$ cat config.mk
export PLATFORM = sky130hd
export DESIGN_NAME = psm_strap_gpio_mux
export DESIGN_NICKNAME = d
export VERILOG_FILES = /design/src/hdl/psm_pkg.sv /design/src/hdl/psm_gpio_cell.sv /design/src/hdl/psm_strap_gpio_mux.sv
export VERILOG_INCLUDE_DIRS = /design/src /design/src/hdl
export SDC_FILE = /design/constraint.sdc
export NUM_CORES = 1
export LEC_CHECK = 0
export BUFFER_PORTS_ARGS = -buffer_cell sky130_fd_sc_hd__buf_2
export CORE_MARGIN = 4
export CORE_UTILIZATION = 49
export CTS_BUF_LIST = sky130_fd_sc_hd__clkbuf_8
export CTS_CLUSTER_SIZE = 8
export DETAILED_ROUTE_END_ITERATION = 12
export PLACE_DENSITY = 0.87
export SLEW_MARGIN = 20
export SYNTH_ARGS = -nofsm -noshare
export SYNTH_HDL_FRONTEND = slang
export SYNTH_SLANG_ARGS = --single-unit
$ cat constraint.sdc
create_clock -name clk -period 2.4 [get_ports clk]
set_input_delay 0.24 -clock clk [delete_from_list [all_inputs] [get_ports clk]]
set_output_delay 0.24 -clock clk [all_outputs]
set_load 0.02 [all_outputs]
$ cat src/hdl/psm_consts.svh
// Purpose: constants for the pin strap and GPIO mux block
// Assumes: included by bare name; definitions only
// Notes: addresses are 7-bit management bus addresses
`ifndef PSM_CONSTS_SVH
`define PSM_CONSTS_SVH

// Fallback bus addresses used when strap pins are not bonded out
`define PSM_CFG_MEM_FALLBACK 7'h50
`define PSM_TARGET_FALLBACK 7'h77

// Reference frequency strap codes
`define PSM_REF_CODE_100 1'h0
`define PSM_REF_CODE_125 1'h1

// Pin and port counts
`define PSM_NUM_GPIO 7
`define PSM_NUM_PORTS 6
`define PSM_LANES_PER_PORT 4
`define PSM_UPSTREAM_PORT 0

// GPIO indices carrying alternate functions, and the one plain pin
`define PSM_PIN_DS_TWO_RST 0
`define PSM_PIN_DS_FOUR_RST 1
`define PSM_PIN_IRQ_FIRST 2
`define PSM_PIN_PLAIN 6

`endif

$ cat src/hdl/psm_pkg.sv
// Purpose: shared types for the pin strap and GPIO mux block
// Assumes: nothing is imported; users write psm_pkg::name
// Notes: numeric constants live in psm_consts.svh
package psm_pkg;

	// What a pin offers when its alternate function is selected
	typedef enum {
		PSM_ALT_NONE,
		PSM_ALT_OUT,
		PSM_ALT_IN
	} psm_alt_kind_type;

	// Decoded reference clock frequency
	typedef enum logic {
		PSM_REF_100MHZ,
		PSM_REF_125MHZ
	} psm_ref_freq_type;

endpackage : psm_pkg

$ cat src/hdl/psm_gpio_cell.sv
// Purpose: one general purpose pin with an optional alternate function
// Assumes: pin input synchronous to clk; coreClear is a synchronous clear
// Notes: output enable is low while the cell drives the pin
module psm_gpio_cell #(
	parameter psm_pkg::psm_alt_kind_type ALT_KIND = psm_pkg::PSM_ALT_NONE
) (
	input wire logic clk,
	input wire logic rstN,
	input wire logic coreClear,
	input wire logic cfgWrite,
	input wire logic cfgAltSel,
	input wire logic cfgDirOut,
	input wire logic cfgOutValue,
	input wire logic altDriveN,
	input wire logic pinIn,
	output logic pinOut,
	output logic pinOeN,
	output logic inValue,
	output logic altInN
);

	logic altSel;
	logic dirOut;
	logic outValue;

	// Per-pin setting; plain GPIO input after any reset
	always_ff @(posedge clk or negedge rstN) begin
		if (!rstN) begin
			altSel <= 1'b0;
			dirOut <= 1'b0;
			outValue <= 1'b0;
		end else if (coreClear) begin
			altSel <= 1'b0;
			dirOut <= 1'b0;
			outValue <= 1'b0;
		end else if (cfgWrite) begin
			altSel <= (ALT_KIND != psm_pkg::PSM_ALT_NONE) && cfgAltSel;
			dirOut <= cfgDirOut;
			outValue <= cfgOutValue;
		end
	end

	// Pin drive: alternate output, alternate input, or plain GPIO
	always_ff @(posedge clk or negedge rstN) begin
		if (!rstN) begin
			pinOut <= 1'b1;
			pinOeN <= 1'b1;
		end else if (altSel && ALT_KIND == psm_pkg::PSM_ALT_OUT) begin
			pinOut <= altDriveN;
			pinOeN <= 1'b0;
		end else if (altSel && ALT_KIND == psm_pkg::PSM_ALT_IN) begin
			pinOut <= 1'b1;
			pinOeN <= 1'b1;
		end else begin
			pinOut <= outValue;
			pinOeN <= ~dirOut;
		end
	end

	// Input side; an unselected interrupt reads negated (high)
	always_ff @(posedge clk or negedge rstN) begin
		if (!rstN) begin
			inValue <= 1'b0;
			altInN <= 1'b1;
		end else begin
			inValue <= pinIn;
			altInN <= (altSel && ALT_KIND == psm_pkg::PSM_ALT_IN) ? pinIn : 1'b1;
		end
	end

endmodule : psm_gpio_cell

$ cat src/hdl/psm_strap_gpio_mux.sv
// Purpose: strap capture, reset framing and GPIO 0..6 alternate-function mux
// Assumes: all inputs but arst_n synchronous to clk (200 MHz); straps static after reset
// Notes: pins missing on the small package are modelled by parameters
`include "psm_consts.svh"

module psm_strap_gpio_mux #(
	parameter bit HAS_FREQ_PIN = 1'b1,
	parameter bit HAS_ADDR_PINS = 1'b1,
	parameter int NUM_PORTS = `PSM_NUM_PORTS,
	parameter int LANES_PER_PORT = `PSM_LANES_PER_PORT
) (
	input wire logic clk,
	input wire logic arst_n,
	input wire logic fundamentalResetN,
	input wire logic refFreqSelect,
	input wire logic [3:0] cfgMemAddrStraps,
	input wire logic [3:0] targetAddrStraps,
	input wire logic cfgWrite,
	input wire logic [`PSM_NUM_GPIO-1:0] gpioAltSel,
	input wire logic [`PSM_NUM_GPIO-1:0] gpioDirOut,
	input wire logic [`PSM_NUM_GPIO-1:0] gpioOutValue,
	input wire logic downstreamTwoResetReq,
	input wire logic downstreamFourResetReq,
	input wire logic [`PSM_NUM_GPIO-1:0] gpioPinIn,
	output logic [`PSM_NUM_GPIO-1:0] gpioPinOut,
	output logic [`PSM_NUM_GPIO-1:0] gpioPinOeN,
	output logic [`PSM_NUM_GPIO-1:0] gpioInValue,
	output logic expanderIrqZeroN,
	output logic expanderIrqOneN,
	output logic expanderIrqTwoN,
	output logic expanderIrqThreeN,
	output logic refFreq125,
	output logic [6:0] cfgMemBusAddr,
	output logic [6:0] targetBusAddr,
	output logic strapsValid,
	output logic coreResetN,
	output logic linkFundResetN,
	output logic [NUM_PORTS-1:0] upstreamPortMask,
	output logic [NUM_PORTS*LANES_PER_PORT-1:0] laneEnable
);

	logic rstMetaN;
	logic rstN;
	logic coreClear;
	logic dsTwoDriveN;
	logic dsFourDriveN;
	logic [`PSM_NUM_GPIO-1:0] altDriveN;
	logic [`PSM_NUM_GPIO-1:0] altInN;
	logic [6:0] cfgFallback;
	logic [6:0] tgtFallback;
	psm_pkg::psm_ref_freq_type refFreq;

	assign cfgFallback = `PSM_CFG_MEM_FALLBACK;
	assign tgtFallback = `PSM_TARGET_FALLBACK;

	// Reset release through two flops; the first flop feeds only the second
	always_ff @(posedge clk or negedge arst_n) begin
		if (!arst_n) begin
			rstMetaN <= 1'b0;
			rstN <= 1'b0;
		end else begin
			rstMetaN <= 1'b1;
			rstN <= rstMetaN;
		end
	end

	// Fundamental reset is low-active, so low clears the pin cells and samples the straps
	assign coreClear = !fundamentalResetN;

	// Reset outputs to core logic and serial links follow the fundamental reset
	always_ff @(posedge clk or negedge rstN) begin
		if (!rstN) begin
			coreResetN <= 1'b0;
			linkFundResetN <= 1'b0;
		end else begin
			coreResetN <= fundamentalResetN;
			linkFundResetN <= fundamentalResetN;
		end
	end

	// Frequency strap follows the pin while reset is held, frozen afterwards
	always_ff @(posedge clk or negedge rstN) begin
		if (!rstN) begin
			refFreq <= psm_pkg::PSM_REF_100MHZ;
		end else if (coreClear) begin
			if (HAS_FREQ_PIN && refFreqSelect == `PSM_REF_CODE_125) begin
				refFreq <= psm_pkg::PSM_REF_125MHZ;
			end else begin
				refFreq <= psm_pkg::PSM_REF_100MHZ;
			end
		end
	end

	// PLL reference select; sampling only under reset relies on a steady strap
	assign refFreq125 = (refFreq == psm_pkg::PSM_REF_125MHZ);

	// Address straps: free-running sample under reset, held after release
	always_ff @(posedge clk or negedge rstN) begin
		if (!rstN) begin
			cfgMemBusAddr <= `PSM_CFG_MEM_FALLBACK;
			targetBusAddr <= `PSM_TARGET_FALLBACK;
		end else if (coreClear) begin
			if (HAS_ADDR_PINS) begin
				cfgMemBusAddr <= {cfgFallback[6:5], cfgMemAddrStraps, cfgFallback[0]};
				targetBusAddr <= {tgtFallback[6], targetAddrStraps[3], tgtFallback[4],
					targetAddrStraps[2:0], tgtFallback[0]};
			end else begin
				cfgMemBusAddr <= `PSM_CFG_MEM_FALLBACK;
				targetBusAddr <= `PSM_TARGET_FALLBACK;
			end
		end
	end

	// Straps flagged valid one cycle after fundamental reset is high; the flag drops again during every fundamental reset
	always_ff @(posedge clk or negedge rstN) begin
		if (!rstN) begin
			strapsValid <= 1'b0;
		end else begin
			strapsValid <= fundamentalResetN;
		end
	end

	// Port roles and lane enables; lanes idle while the links are in reset
	always_ff @(posedge clk or negedge rstN) begin
		if (!rstN) begin
			upstreamPortMask <= '0;
			laneEnable <= '0;
		end else begin
			upstreamPortMask <= NUM_PORTS'(1) << `PSM_UPSTREAM_PORT;
			laneEnable <= {(NUM_PORTS*LANES_PER_PORT){fundamentalResetN}};
		end
	end

	// Downstream resets: asserted (low) on request or during fundamental reset
	always_ff @(posedge clk or negedge rstN) begin
		if (!rstN) begin
			dsTwoDriveN <= 1'b0;
			dsFourDriveN <= 1'b0;
		end else begin
			dsTwoDriveN <= fundamentalResetN && !downstreamTwoResetReq;
			dsFourDriveN <= fundamentalResetN && !downstreamFourResetReq;
		end
	end

	// Alternate output sources; only pins 0 and 1 use them
	always_comb begin
		altDriveN = '1;
		altDriveN[`PSM_PIN_DS_TWO_RST] = dsTwoDriveN;
		altDriveN[`PSM_PIN_DS_FOUR_RST] = dsFourDriveN;
	end

	// One cell per pin, alternate kind chosen by index
	for (genvar i = 0; i < `PSM_NUM_GPIO; i++) begin : g_pin
		localparam psm_pkg::psm_alt_kind_type KIND =
			(i <= `PSM_PIN_DS_FOUR_RST) ? psm_pkg::PSM_ALT_OUT :
			(i < `PSM_PIN_PLAIN) ? psm_pkg::PSM_ALT_IN : psm_pkg::PSM_ALT_NONE;
		psm_gpio_cell #(
			.ALT_KIND(KIND)
		) u_cell (
			.clk(clk),
			.rstN(rstN),
			.coreClear(coreClear),
			.cfgWrite(cfgWrite),
			.cfgAltSel(gpioAltSel[i]),
			.cfgDirOut(gpioDirOut[i]),
			.cfgOutValue(gpioOutValue[i]),
			.altDriveN(altDriveN[i]),
			.pinIn(gpioPinIn[i]),
			.pinOut(gpioPinOut[i]),
			.pinOeN(gpioPinOeN[i]),
			.inValue(gpioInValue[i]),
			.altInN(altInN[i])
		);
	end

	// Expander interrupts come straight from the cell flops
	assign expanderIrqZeroN = altInN[`PSM_PIN_IRQ_FIRST];
	assign expanderIrqOneN = altInN[`PSM_PIN_IRQ_FIRST+1];
	assign expanderIrqTwoN = altInN[`PSM_PIN_IRQ_FIRST+2];
	assign expanderIrqThreeN = altInN[`PSM_PIN_IRQ_FIRST+3];
endmodule : psm_strap_gpio_mux

==> out/metrics.json, run 1 <==
{
  "drt_drc_violations_left": {"value": 0},
  "top_level_ports": {"value": 116},
  "post_synthesis_sequential_element_count": {"value": 60},
  "met3WireLength": {"value": 522, "unit": "um"},
  "cp-end-kind": {"value": "primary output"},
  "path_clk_slew": {"value": 0.07, "unit": "ns"},
  "drtAntennaViolNets": {"value": 0},
  "floorplan.initialDensity": {"value": 50.7, "unit": "%"},
  "grt_use_total": {"value": 13.9, "unit": "%"},
  "drt-initial-drc-count": {"value": 31},
  "layout.cells.most_common": {"value": "sky130_fd_sc_hd__buf_2"},
  "postRouteWirelength": {"value": 4330, "unit": "um"},
  "cts_setup_buffers": {"value": 0},
  "timing.critical_path.cells": {"value": "buf_2"},
  "synth_seq_area_share": {"value": 59.0, "unit": "%"},
  "cts_made_buffers": {"value": 9},
  "path_class": {"value": "flop to primary output"},
  "timing.hold.worst.class": {"value": "input pin to flop"},
  "via_count": {"value": 1441},
  "grt_max_degree": {"value": 33},
  "place_congestion": {"value": 0.692},
  "int_pwr": {"value": 0.00161, "unit": "W"},
  "postSynthAreaPerCell": {"value": 13.4, "unit": "sq um"},
  "final-max-slew-violation-count": {"value": 0},
  "pre_cts_ws": {"value": 1.09, "unit": "ns"},
  "met2_wirelength": {"value": 2160, "unit": "um"},
  "max_freq": {"value": 0.672, "unit": "GHz"},
  "critical_path.max_fanout": {"value": 27},
  "clkLatencyLatePin": {"value": 0.32, "unit": "ns"},
  "power_density_relative_to_cell_area": {"value": 735, "unit": "mW/mm^2"},
  "root_buffer": {"value": "sky130_fd_sc_hd__clkbuf_8"},
  "power.ir.vdd_worst": {"value": 0.000414, "unit": "V"},
  "antenna_found_initial": {"value": 0},
  "pwr-share-comb": {"value": 14.4, "unit": "%"},
  "worstMarginPinSlew": {"value": 0.627, "unit": "ns"},
  "max_stage_delay": {"value": 0.67, "unit": "ns"},
  "share_of_power_burned_in_the_clock_network": {"value": 33.5, "unit": "%"},
  "post_drt_wl_per_cell": {"value": 13.0, "unit": "um"},
  "hold_viol_final": {"value": 0},
  "p_switching": {"value": 0.000571, "unit": "W"},
  "status": {"value": "completed"},
  "sw_frac_of_total": {"value": 26.1, "unit": "%"},
  "yosys_warnings": {"value": 0},
  "drt_pre_antenna_iters": {"value": 4},
  "worstPathArrival": {"value": 1.25, "unit": "ns"},
  "sequentialPowerShare": {"value": 52.1, "unit": "%"},
  "postCtsHoldBufs": {"value": 1},
  "post_route_cells_drive_above_1_share": {"value": 58.7, "unit": "%"},
  "relSlewSlack": {"value": 58.2, "unit": "%"},
  "setup_repair_after_global_routing_missed_its_margin": {"value": "no"},
  "synthToLayoutAreaGrowth": {"value": 14.8, "unit": "%"},
  "grt_pass1_wl": {"value": 6680, "unit": "um"},
  "number_of_global_route_vias_before_repair": {"value": 1435},
  "critPathRequiredTime": {"value": 2.16, "unit": "ns"},
  "grt-ovfl-total": {"value": 0},
  "cellLeakagePower": {"value": 1.54, "unit": "nW"},
  "tns": {"value": 0, "unit": "ns"},
  "fin_ws": {"value": 0.912, "unit": "ns"},
  "setup_viol": {"value": 0},
  "cpLargestDelayFamily": {"value": "flip-flops"},
  "final_cell_mix": {"value": "sky130_fd_sc_hd__buf_2 (103), sky130_fd_sc_hd__dfrtp_1 (37), sky130_fd_sc_hd__nor2b_1 (22), sky130_fd_sc_hd__dfstp_2 (22), sky130_fd_sc_hd__mux2i_1 (20)"},
  "post_synth_num_cell_types": {"value": 14},
  "period_needed": {"value": 1.49, "unit": "ns"},
  "port-buffer-count": {"value": 103},
  "clk_path_buf_depth": {"value": 2},
  "core_area": {"value": 0.00511, "unit": "sq mm"},
  "netlist_instances": {"value": 193},
  "worst-path-buf-inv": {"value": 1},
  "maxUsedRoutingLayer": {"value": "met4"},
  "number_of_nets_in_the_layout": {"value": 302},
  "cts_num_sinks": {"value": 60},
  "finalCritPeriodShare": {"value": 62.0, "unit": "%"},
  "post_drt_via_cell_ratio": {"value": 4.31},
  "design.die.area": {"value": 0.00652, "unit": "sq mm"},
  "cts_tree": {"value": "built"},
  "wl_met1": {"value": 1620, "unit": "um"},
  "netlist_area": {"value": 0.00259, "unit": "sq mm"},
  "post_cts_resized": {"value": 0},
  "dpl.hpwl": {"value": 3070, "unit": "um"},
  "timing.clock.skew": {"value": 0.00775, "unit": "ns"},
  "worstSetupStartpointType": {"value": "flop"},
  "chipWidth": {"value": 80.7, "unit": "um"},
  "fp.dieH": {"value": 80.7, "unit": "um"},
  "antenna_cells": {"value": 0},
  "core.rowCount": {"value": 26},
  "cap_viol_max_count": {"value": 0},
  "htree_levels": {"value": 3},
  "cp_slowest_cell": {"value": "sky130_fd_sc_hd__dfrtp_1"}
}
Yosys cell counts:
library cell               number  area [sq um]
sky130_fd_sc_hd__buf_4         58           435
sky130_fd_sc_hd__dfrtp_1       38           951
sky130_fd_sc_hd__dfstp_2       22           578
sky130_fd_sc_hd__nor2b_1       22           138
sky130_fd_sc_hd__mux2i_1       20           200
sky130_fd_sc_hd__mux2_4         8           120
sky130_fd_sc_hd__nand2b_1       8          50.1
sky130_fd_sc_hd__or2_2          4          25.0
sky130_fd_sc_hd__buf_6          3          33.8
sky130_fd_sc_hd__mux2_2         3          33.8
sky130_fd_sc_hd__clkbuf_1       2          7.51
sky130_fd_sc_hd__conb_1         2          7.51
sky130_fd_sc_hd__nor2_1         2          7.51
sky130_fd_sc_hd__inv_1          1          3.75
worst paths after layout:
path                          startpoint                      end  slack [ns]  cells after the start
min in group asynchronous         arst_n                 rstMetaN        0.24                      2
hold / removal              gpioPinIn[0]  g_pin[0].u_cell.inValue        0.03                      1
setup reg to reg                    rstN         targetBusAddr[5]        1.48                      1
setup / recovery           laneEnable[0]            laneEnable[9]        0.91                      1
max in group asynchronous           rstN         targetBusAddr[5]        1.48                      1
hold reg to reg                     rstN   g_pin[0].u_cell.dirOut        0.28                      0
cell type report:
type | instances | area (sq um)
inverters | 1 | 3.75
fillers | 423 | 2130
clock buffers | 10 | 138
repair buffers | 107 | 566
clock inverters | 6 | 26.3
well taps | 70 | 87.6
multi-input cells | 80 | 623
flip-flops and latches | 60 | 1530
through the flow:
step	util [%]	instances	hold slack [ns]	area [sq um]	total power [W]
after global routing	58.2	334	0.00316	2970	0.00231
after detailed placement	54.4	315	0.0327	2780	0.00147
after CTS	57.8	332	0.00461	2950	0.00222
final	58.2	334	0.0253	2970	0.00218
after floorplan	-	204	-0.0556	2630	0.00143
after global placement	54.4	315	0.0268	2780	0.00146
flip-flops by register name (all words and copies together), names as in the netlist:
register and cells:
cfgMemBusAddr 4, rstN 1, g_pin.u_cell.dirOut 7, targetBusAddr 4
refFreq125 1, g_pin.u_cell.outValue 7, g_pin.u_cell.pinOeN 7, g_pin.u_cell.pinOut 7
g_pin.u_cell.altSel 6, g_pin.u_cell.altInN 4, upstreamPortMask 1, dsFourDriveN 1
g_pin.u_cell.inValue 7, laneEnable 1, dsTwoDriveN 1, rstMetaN 1
power by group through the flow:
stage / Clock (W) / Sequential [W] / Combinational, W
floorplan: 0 / 0.00118 / 0.000247
global placement: 0 / 0.00115 / 0.000308
detailed placement: 0 / 0.00115 / 0.000316
CTS: 0.000763 / 0.00114 / 0.000317
global route: 0.000817 / 0.00115 / 0.000341
finish: 0.000733 / 0.00114 / 0.000314
layer usage:
layer / track usage [%] / up-vias
li1: - / 674
met1: 15.9 / 673
met2: 23.8 / 90
met3: 5.61 / 4
met4: 4.56 / 0
met5: 0 / -
kinds of logic (layout without fill, tap and decap cells):
| logic type | Yosys count | after routing | synth area share [%] |
|---|---|---|---|
| other | 2 | 13 | 0.290 |
| buffers and inverters | 64 | 124 | 18.5 |
| DFF | 60 | 60 | 59.0 |
| and+or+nand+nor | 36 | 36 | 8.50 |
| muxes | 31 | 31 | 13.7 |
No activity file was read; power rests on OpenSTA's default activity.
==> run 2, diff against run 1 <==
==> constraint.sdc (replaced) <==
create_clock -name clk -period 1.55 [get_ports clk]
set_input_delay 0.155 -clock clk [delete_from_list [all_inputs] [get_ports clk]]
set_output_delay 0.155 -clock clk [all_outputs]
set_load 0.02 [all_outputs]
==> out/metrics.json, run 2 (synthesized netlist as in run 1, its figures left out) <==
{
  "status": {"value": "completed"},
  "grt-ovfl-total": {"value": 0},
  "max_freq": {"value": 0.712, "unit": "GHz"},
  "core.rowCount": {"value": 26},
  "post_drt_wl_per_cell": {"value": 12.3, "unit": "um"},
  "cap_viol_max_count": {"value": 0},
  "timing.clock.skew": {"value": 0.00569, "unit": "ns"},
  "tns": {"value": 0, "unit": "ns"},
  "final-seq-area": {"value": 0.00153, "unit": "sq mm"},
  "period_needed": {"value": 1.40, "unit": "ns"},
  "fill_cells": {"value": 409},
  "relSlewSlack": {"value": 65.3, "unit": "%"},
  "drt_pre_antenna_iters": {"value": 3},
  "postCtsHoldBufs": {"value": 10},
  "worstSetupStartpointType": {"value": "flop"},
  "path_clk_slew": {"value": 0.06, "unit": "ns"},
  "cts_num_sinks": {"value": 60},
  "worst-path-buf-inv": {"value": 1},
  "most_congested_layer_reported_by_global_routing": {"value": "met2"},
  "number_of_nets_in_the_layout": {"value": 312},
  "htree_levels": {"value": 3},
  "grtUsageMet3": {"value": 4.04, "unit": "%"},
  "timing.critical_path.cells": {"value": "buf_2"},
  "port-buffer-count": {"value": 103},
  "layout.cells.most_common": {"value": "sky130_fd_sc_hd__buf_2"},
  "critPathRequiredTime": {"value": 1.39, "unit": "ns"},
  "number_of_global_route_vias_before_repair": {"value": 1459},
  "fp.dieH": {"value": 80.7, "unit": "um"},
  "grt.met1_usage": {"value": 14.7, "unit": "%"},
  "design.die.area": {"value": 0.00652, "unit": "sq mm"},
  "cp_slowest_cell": {"value": "sky130_fd_sc_hd__dfrtp_1"},
  "antenna_found_initial": {"value": 0},
  "holdPathStages": {"value": 2},
  "floorplan.initialDensity": {"value": 50.7, "unit": "%"},
  "post_cts_resized": {"value": 0},
  "power.ir.vdd_worst": {"value": 0.000597, "unit": "V"},
  "final_cell_mix": {"value": "sky130_fd_sc_hd__buf_2 (103), sky130_fd_sc_hd__dfrtp_1 (37), sky130_fd_sc_hd__nor2b_1 (22), sky130_fd_sc_hd__dfstp_2 (22), sky130_fd_sc_hd__mux2i_1 (20)"},
  "path_class": {"value": "flop to primary output"},
  "grt_max_degree": {"value": 39},
  "root_buffer": {"value": "sky130_fd_sc_hd__clkbuf_8"},
  "clk_path_buf_depth": {"value": 2},
  "finalCritPeriodShare": {"value": 90.6, "unit": "%"},
  "chipWidth": {"value": 80.7, "unit": "um"},
  "cellLeakagePower": {"value": 1.59, "unit": "nW"},
  "clkLatencyLatePin": {"value": 0.31, "unit": "ns"},
  "drt_drc_violations_left": {"value": 0},
  "postRouteWirelength": {"value": 4230, "unit": "um"},
  "setup_viol": {"value": 0},
  "worstMarginPinSlew": {"value": 0.521, "unit": "ns"},
  "post_route_cells_drive_above_1_share": {"value": 57.3, "unit": "%"},
  "r2r_start": {"value": "g_pin[1].u_cell.altSel"},
  "detailed_place.area": {"value": 0.00279, "unit": "sq mm"},
  "top_level_ports": {"value": 116},
  "critical_path.max_fanout": {"value": 27},
  "final-max-slew-violation-count": {"value": 0},
  "grt_pass1_wl": {"value": 6470, "unit": "um"},
  "via_count": {"value": 1479},
  "worstPathArrival": {"value": 1.25, "unit": "ns"},
  "timing.hold.worst_endpoint": {"value": "targetBusAddr[2]"},
  "endpoint_of_the_most_critical_register_to_register_path": {"value": "g_pin[1].u_cell.pinOut"},
  "cts_made_buffers": {"value": 9},
  "worst_setup_path_startpoint": {"value": "laneEnable[0]"},
  "core_area": {"value": 0.00511, "unit": "sq mm"},
  "hold_viol_final": {"value": 0},
  "r2r.worst_path.cells": {"value": 1},
  "grt_use_total": {"value": 13.4, "unit": "%"},
  "power_density_relative_to_cell_area": {"value": 1160, "unit": "mW/mm^2"},
  "antenna_cells": {"value": 0},
  "drtAntennaViolNets": {"value": 0},
  "footprint_of_the_multi_input_gates": {"value": 623, "unit": "sq um"},
  "cp-end-kind": {"value": "primary output"},
  "cts_setup_buffers": {"value": 0},
  "place_congestion": {"value": 0.686},
  "design_area": {"value": 0.00308, "unit": "sq mm"},
  "dpl.hpwl": {"value": 3090, "unit": "um"},
  "timing.hold.worst.start": {"value": "targetAddrStraps[1]"},
  "timing.hold.worst.class": {"value": "input pin to flop"},
  "max_stage_delay": {"value": 0.67, "unit": "ns"},
  "synthToLayoutAreaGrowth": {"value": 18.8, "unit": "%"},
  "grt.met2_usage": {"value": 23.4, "unit": "%"},
  "cts_tree": {"value": "built"},
  "drt-initial-drc-count": {"value": 44},
  "post_drt_via_cell_ratio": {"value": 4.30},
  "setup_repair_after_global_routing_missed_its_margin": {"value": "no"},
  "ff2ff_setup_slack": {"value": 0.75, "unit": "ns"},
  "cpLargestDelayFamily": {"value": "flip-flops"}
}
-- run 2: changes by cell type in the layout (fill, tap and decap cells not counted), sizes merged --
cell,previous run,this run
dlygate4sd3,3,10
buf,104,107
bufinv,0,1
clkinv,3,1
inv,4,5
-- run 2: per-layer routing --
metal / wire (um) / part of all wire, %
met2: 2140 / 51
met3: 469 / 11
met5: 0 / 0
met1: 1560 / 37
met4: 55 / 1.3
-- run 2: cell type report --
type | instances | area share, %
clock buffer | 10 | 4.47
clock inverter | 6 | 1.63
timing repair buffer | 117 | 21.0
tap | 70 | 2.85
inverter | 1 | 0.122
multi-input combinational | 80 | 20.2
sequential | 60 | 49.7
-- run 2: through the flow --
step	setup WS, ns	util [%]	std cells	hold WS (ns)	power, W
after floorplan	0.335	-	204	-0.141	0.00221
after global placement	0.492	54.6	318	-0.0573	0.00226
after detailed placement	0.453	54.6	318	-0.0577	0.00228
after global routing	0.0250	60.3	344	0.0586	0.00373
final	0.146	60.3	344	0.0701	0.00356
after CTS	0.102	60.3	344	0.0546	0.00360
-- run 2: worst max-delay path by stage --
stage,cells after the start,to
after CTS,1,laneEnable[6]
after global routing,1,laneEnable[18]
after detailed placement,1,laneEnable[6]
after global placement,1,strapsValid
after floorplan,1,laneEnable[0]
final,1,coreResetN
-- run 2: power by group --
| part | internal (W) | switching, W |
|---|---|---|
| Sequential | 0.00170 | 0.0000475 |
| Clock | 0.000761 | 0.000536 |
| Combinational | 0.000215 | 0.000297 |
| Total | 0.00267 | 0.000881 |
==> run 3, diff against run 2 <==
--- a/config.mk
+++ b/config.mk
@@ -8,11 +8,10 @@
 export LEC_CHECK = 0
 export BUFFER_PORTS_ARGS = -buffer_cell sky130_fd_sc_hd__buf_2
 export CORE_MARGIN = 4
-export CORE_UTILIZATION = 49
-export CTS_BUF_LIST = sky130_fd_sc_hd__clkbuf_8
+export CORE_UTILIZATION = 47
 export CTS_CLUSTER_SIZE = 8
 export DETAILED_ROUTE_END_ITERATION = 12
-export PLACE_DENSITY = 0.87
+export PLACE_DENSITY = 0.84
 export SLEW_MARGIN = 20
 export SYNTH_ARGS = -nofsm -noshare
 export SYNTH_HDL_FRONTEND = slang
==> constraint.sdc (replaced) <==
create_clock -name clk -period 1.3 [get_ports clk]
set_input_delay 0.13 -clock clk [delete_from_list [all_inputs] [get_ports clk]]
set_output_delay 0.13 -clock clk [all_outputs]
set_load 0.02 [all_outputs]
==> out/metrics.json, run 3 (synthesized netlist as in run 1, its figures left out) <==
{
  "synthToLayoutAreaGrowth": {"value": 21.1, "unit": "%"},
  "design.die.area": {"value": 0.00677, "unit": "sq mm"},
  "timing.hold.worst.start": {"value": "cfgMemAddrStraps[2]"},
  "htree_levels": {"value": 3},
  "final-max-slew-violation-count": {"value": 0},
  "cp-end-kind": {"value": "primary output"},
  "status": {"value": "completed"},
  "grt_max_degree": {"value": 28},
  "clk_path_buf_depth": {"value": 2},
  "antenna_found_initial": {"value": 0},
  "setup_repair_after_global_routing_missed_its_margin": {"value": "no"},
  "place_congestion": {"value": 0.702},
  "post_cts_resized": {"value": 0},
  "power_density_relative_to_cell_area": {"value": 1430, "unit": "mW/mm^2"},
  "cellLeakagePower": {"value": 1.60, "unit": "nW"},
  "antenna_cells": {"value": 0},
  "core.rowCount": {"value": 26},
  "number_of_global_route_vias_before_repair": {"value": 1497},
  "grt-ovfl-total": {"value": 0},
  "fill_cells": {"value": 415},
  "cts_tree": {"value": "built"},
  "worstPathArrival": {"value": 1.06, "unit": "ns"},
  "layout.cells.most_common": {"value": "sky130_fd_sc_hd__buf_2"},
  "period_needed": {"value": 1.19, "unit": "ns"},
  "pre_cts_ws": {"value": 0.257, "unit": "ns"},
  "setup_viol": {"value": 0},
  "cts_num_sinks": {"value": 60},
  "final_cell_mix": {"value": "sky130_fd_sc_hd__buf_2 (103), sky130_fd_sc_hd__dfrtp_1 (37), sky130_fd_sc_hd__nor2b_1 (22), sky130_fd_sc_hd__dfstp_2 (22), sky130_fd_sc_hd__mux2i_1 (20)"},
  "drt_drc_violations_left": {"value": 0},
  "drt_pre_antenna_iters": {"value": 4},
  "fp.dieH": {"value": 82.3, "unit": "um"},
  "power.ir.vdd_worst": {"value": 0.000833, "unit": "V"},
  "worstSetupStartpointType": {"value": "flop"},
  "cap_viol_max_count": {"value": 0},
  "hold-worst-slack": {"value": 0.0214, "unit": "ns"},
  "post_drt_via_cell_ratio": {"value": 4.28},
  "critical_path.max_fanout": {"value": 27},
  "clkLatencyLatePin": {"value": 0.33, "unit": "ns"},
  "timing.clock.skew": {"value": 0.00753, "unit": "ns"},
  "worst_setup_path_startpoint": {"value": "laneEnable[0]"},
  "critPathRequiredTime": {"value": 1.17, "unit": "ns"},
  "path_class": {"value": "flop to primary output"},
  "port-buffer-count": {"value": 103},
  "hold_viol_final": {"value": 0},
  "finalCritPeriodShare": {"value": 91.7, "unit": "%"},
  "tns": {"value": 0, "unit": "ns"},
  "post_drt_wl_per_cell": {"value": 13.4, "unit": "um"},
  "path_clk_slew": {"value": 0.06, "unit": "ns"},
  "floorplan.initialDensity": {"value": 49.5, "unit": "%"},
  "chipWidth": {"value": 82.3, "unit": "um"},
  "number_of_nets_in_the_layout": {"value": 313},
  "top_level_ports": {"value": 116},
  "root_buffer": {"value": "sky130_fd_sc_hd__clkbuf_8"},
  "postRouteWirelength": {"value": 4640, "unit": "um"},
  "drt-initial-drc-count": {"value": 43},
  "fin_ws": {"value": 0.107, "unit": "ns"},
  "post_route_cells_drive_above_1_share": {"value": 57.1, "unit": "%"},
  "max_freq": {"value": 0.839, "unit": "GHz"},
  "dpl.hpwl": {"value": 3160, "unit": "um"},
  "timing.hold.worst.class": {"value": "input pin to flop"},
  "grt_pass1_wl": {"value": 7000, "unit": "um"},
  "drtAntennaViolNets": {"value": 0},
  "core_area": {"value": 0.00524, "unit": "sq mm"},
  "r2r_start": {"value": "g_pin[1].u_cell.altSel"},
  "grt_use_total": {"value": 14.6, "unit": "%"},
  "cts_made_buffers": {"value": 9},
  "via_count": {"value": 1476}
}
[run 3: changes by cell type in the layout (fill, tap and decap cells not counted), sizes merged]
cell    change
clkinv      -1
inv         -4
clkbuf      +4
buf         +1
bufinv      +1
[run 3: final timing paths]
check	end	slack (ns)	cells past startpoint
min in group asynchronous	rstMetaN	0.12	2
max in group asynchronous	g_pin[0].u_cell.pinOut	0.57	1
hold / removal	cfgMemBusAddr[3]	0.02	2
setup / recovery	coreResetN	0.11	2
hold reg to reg	g_pin[5].u_cell.dirOut	0.20	0
setup reg to reg	g_pin[1].u_cell.pinOut	0.51	1
[run 3: what timing repair did]
action                                 CTS  global route
hold buffers                            10             0
setup buffers                            0             0
endpoints found under the hold margin   13             0
[run 3: critical path, stage by stage, from the launching register on]
cell                      delay (ns)
sky130_fd_sc_hd__dfrtp_1        0.32
sky130_fd_sc_hd__buf_4          0.21
sky130_fd_sc_hd__buf_2          0.20
[run 3: where the power goes]
group | switching, W | internal, W | leakage [nW]
Sequential | 0.0000623 | 0.00203 | 0.708
Combinational | 0.000361 | 0.000271 | 0.791
Clock | 0.000679 | 0.00108 | 0.0989
[run 3: area by class of cell]
cell class              count  area [sq um]  share of cell area (%)
flip-flops and latches     60          1530                    48.8
repair buffers            118           691                    22.0
multi-input cells          80           623                    19.9
clock buffers              14           143                    4.55
well taps                  70          87.6                    2.79
clock inverters             2          60.1                    1.91
inverters                   1          3.75                   0.120
[run 3: metrics by stage]
step | std cells | utilization, % | power (W) | instance area [sq um]
after floorplan | 204 | - | 0.00263 | 2630
after global placement | 319 | 54.1 | 0.00272 | 2840
after detailed placement | 319 | 54.1 | 0.00273 | 2840
after CTS | 345 | 59.9 | 0.00452 | 3140
after global routing | 345 | 59.9 | 0.00468 | 3140
final | 345 | 59.9 | 0.00448 | 3140
[run 3: layer usage]
metal  part of all wire (%)  vias to the layer above  global-route usage, %
met5                      0                        -                      0
met4                    1.5                        0                   7.81
met3                     13                        8                   6.51
met2                     46                       95                   22.9
met1                     39                      678                   16.6
li1                       -                      695                      -
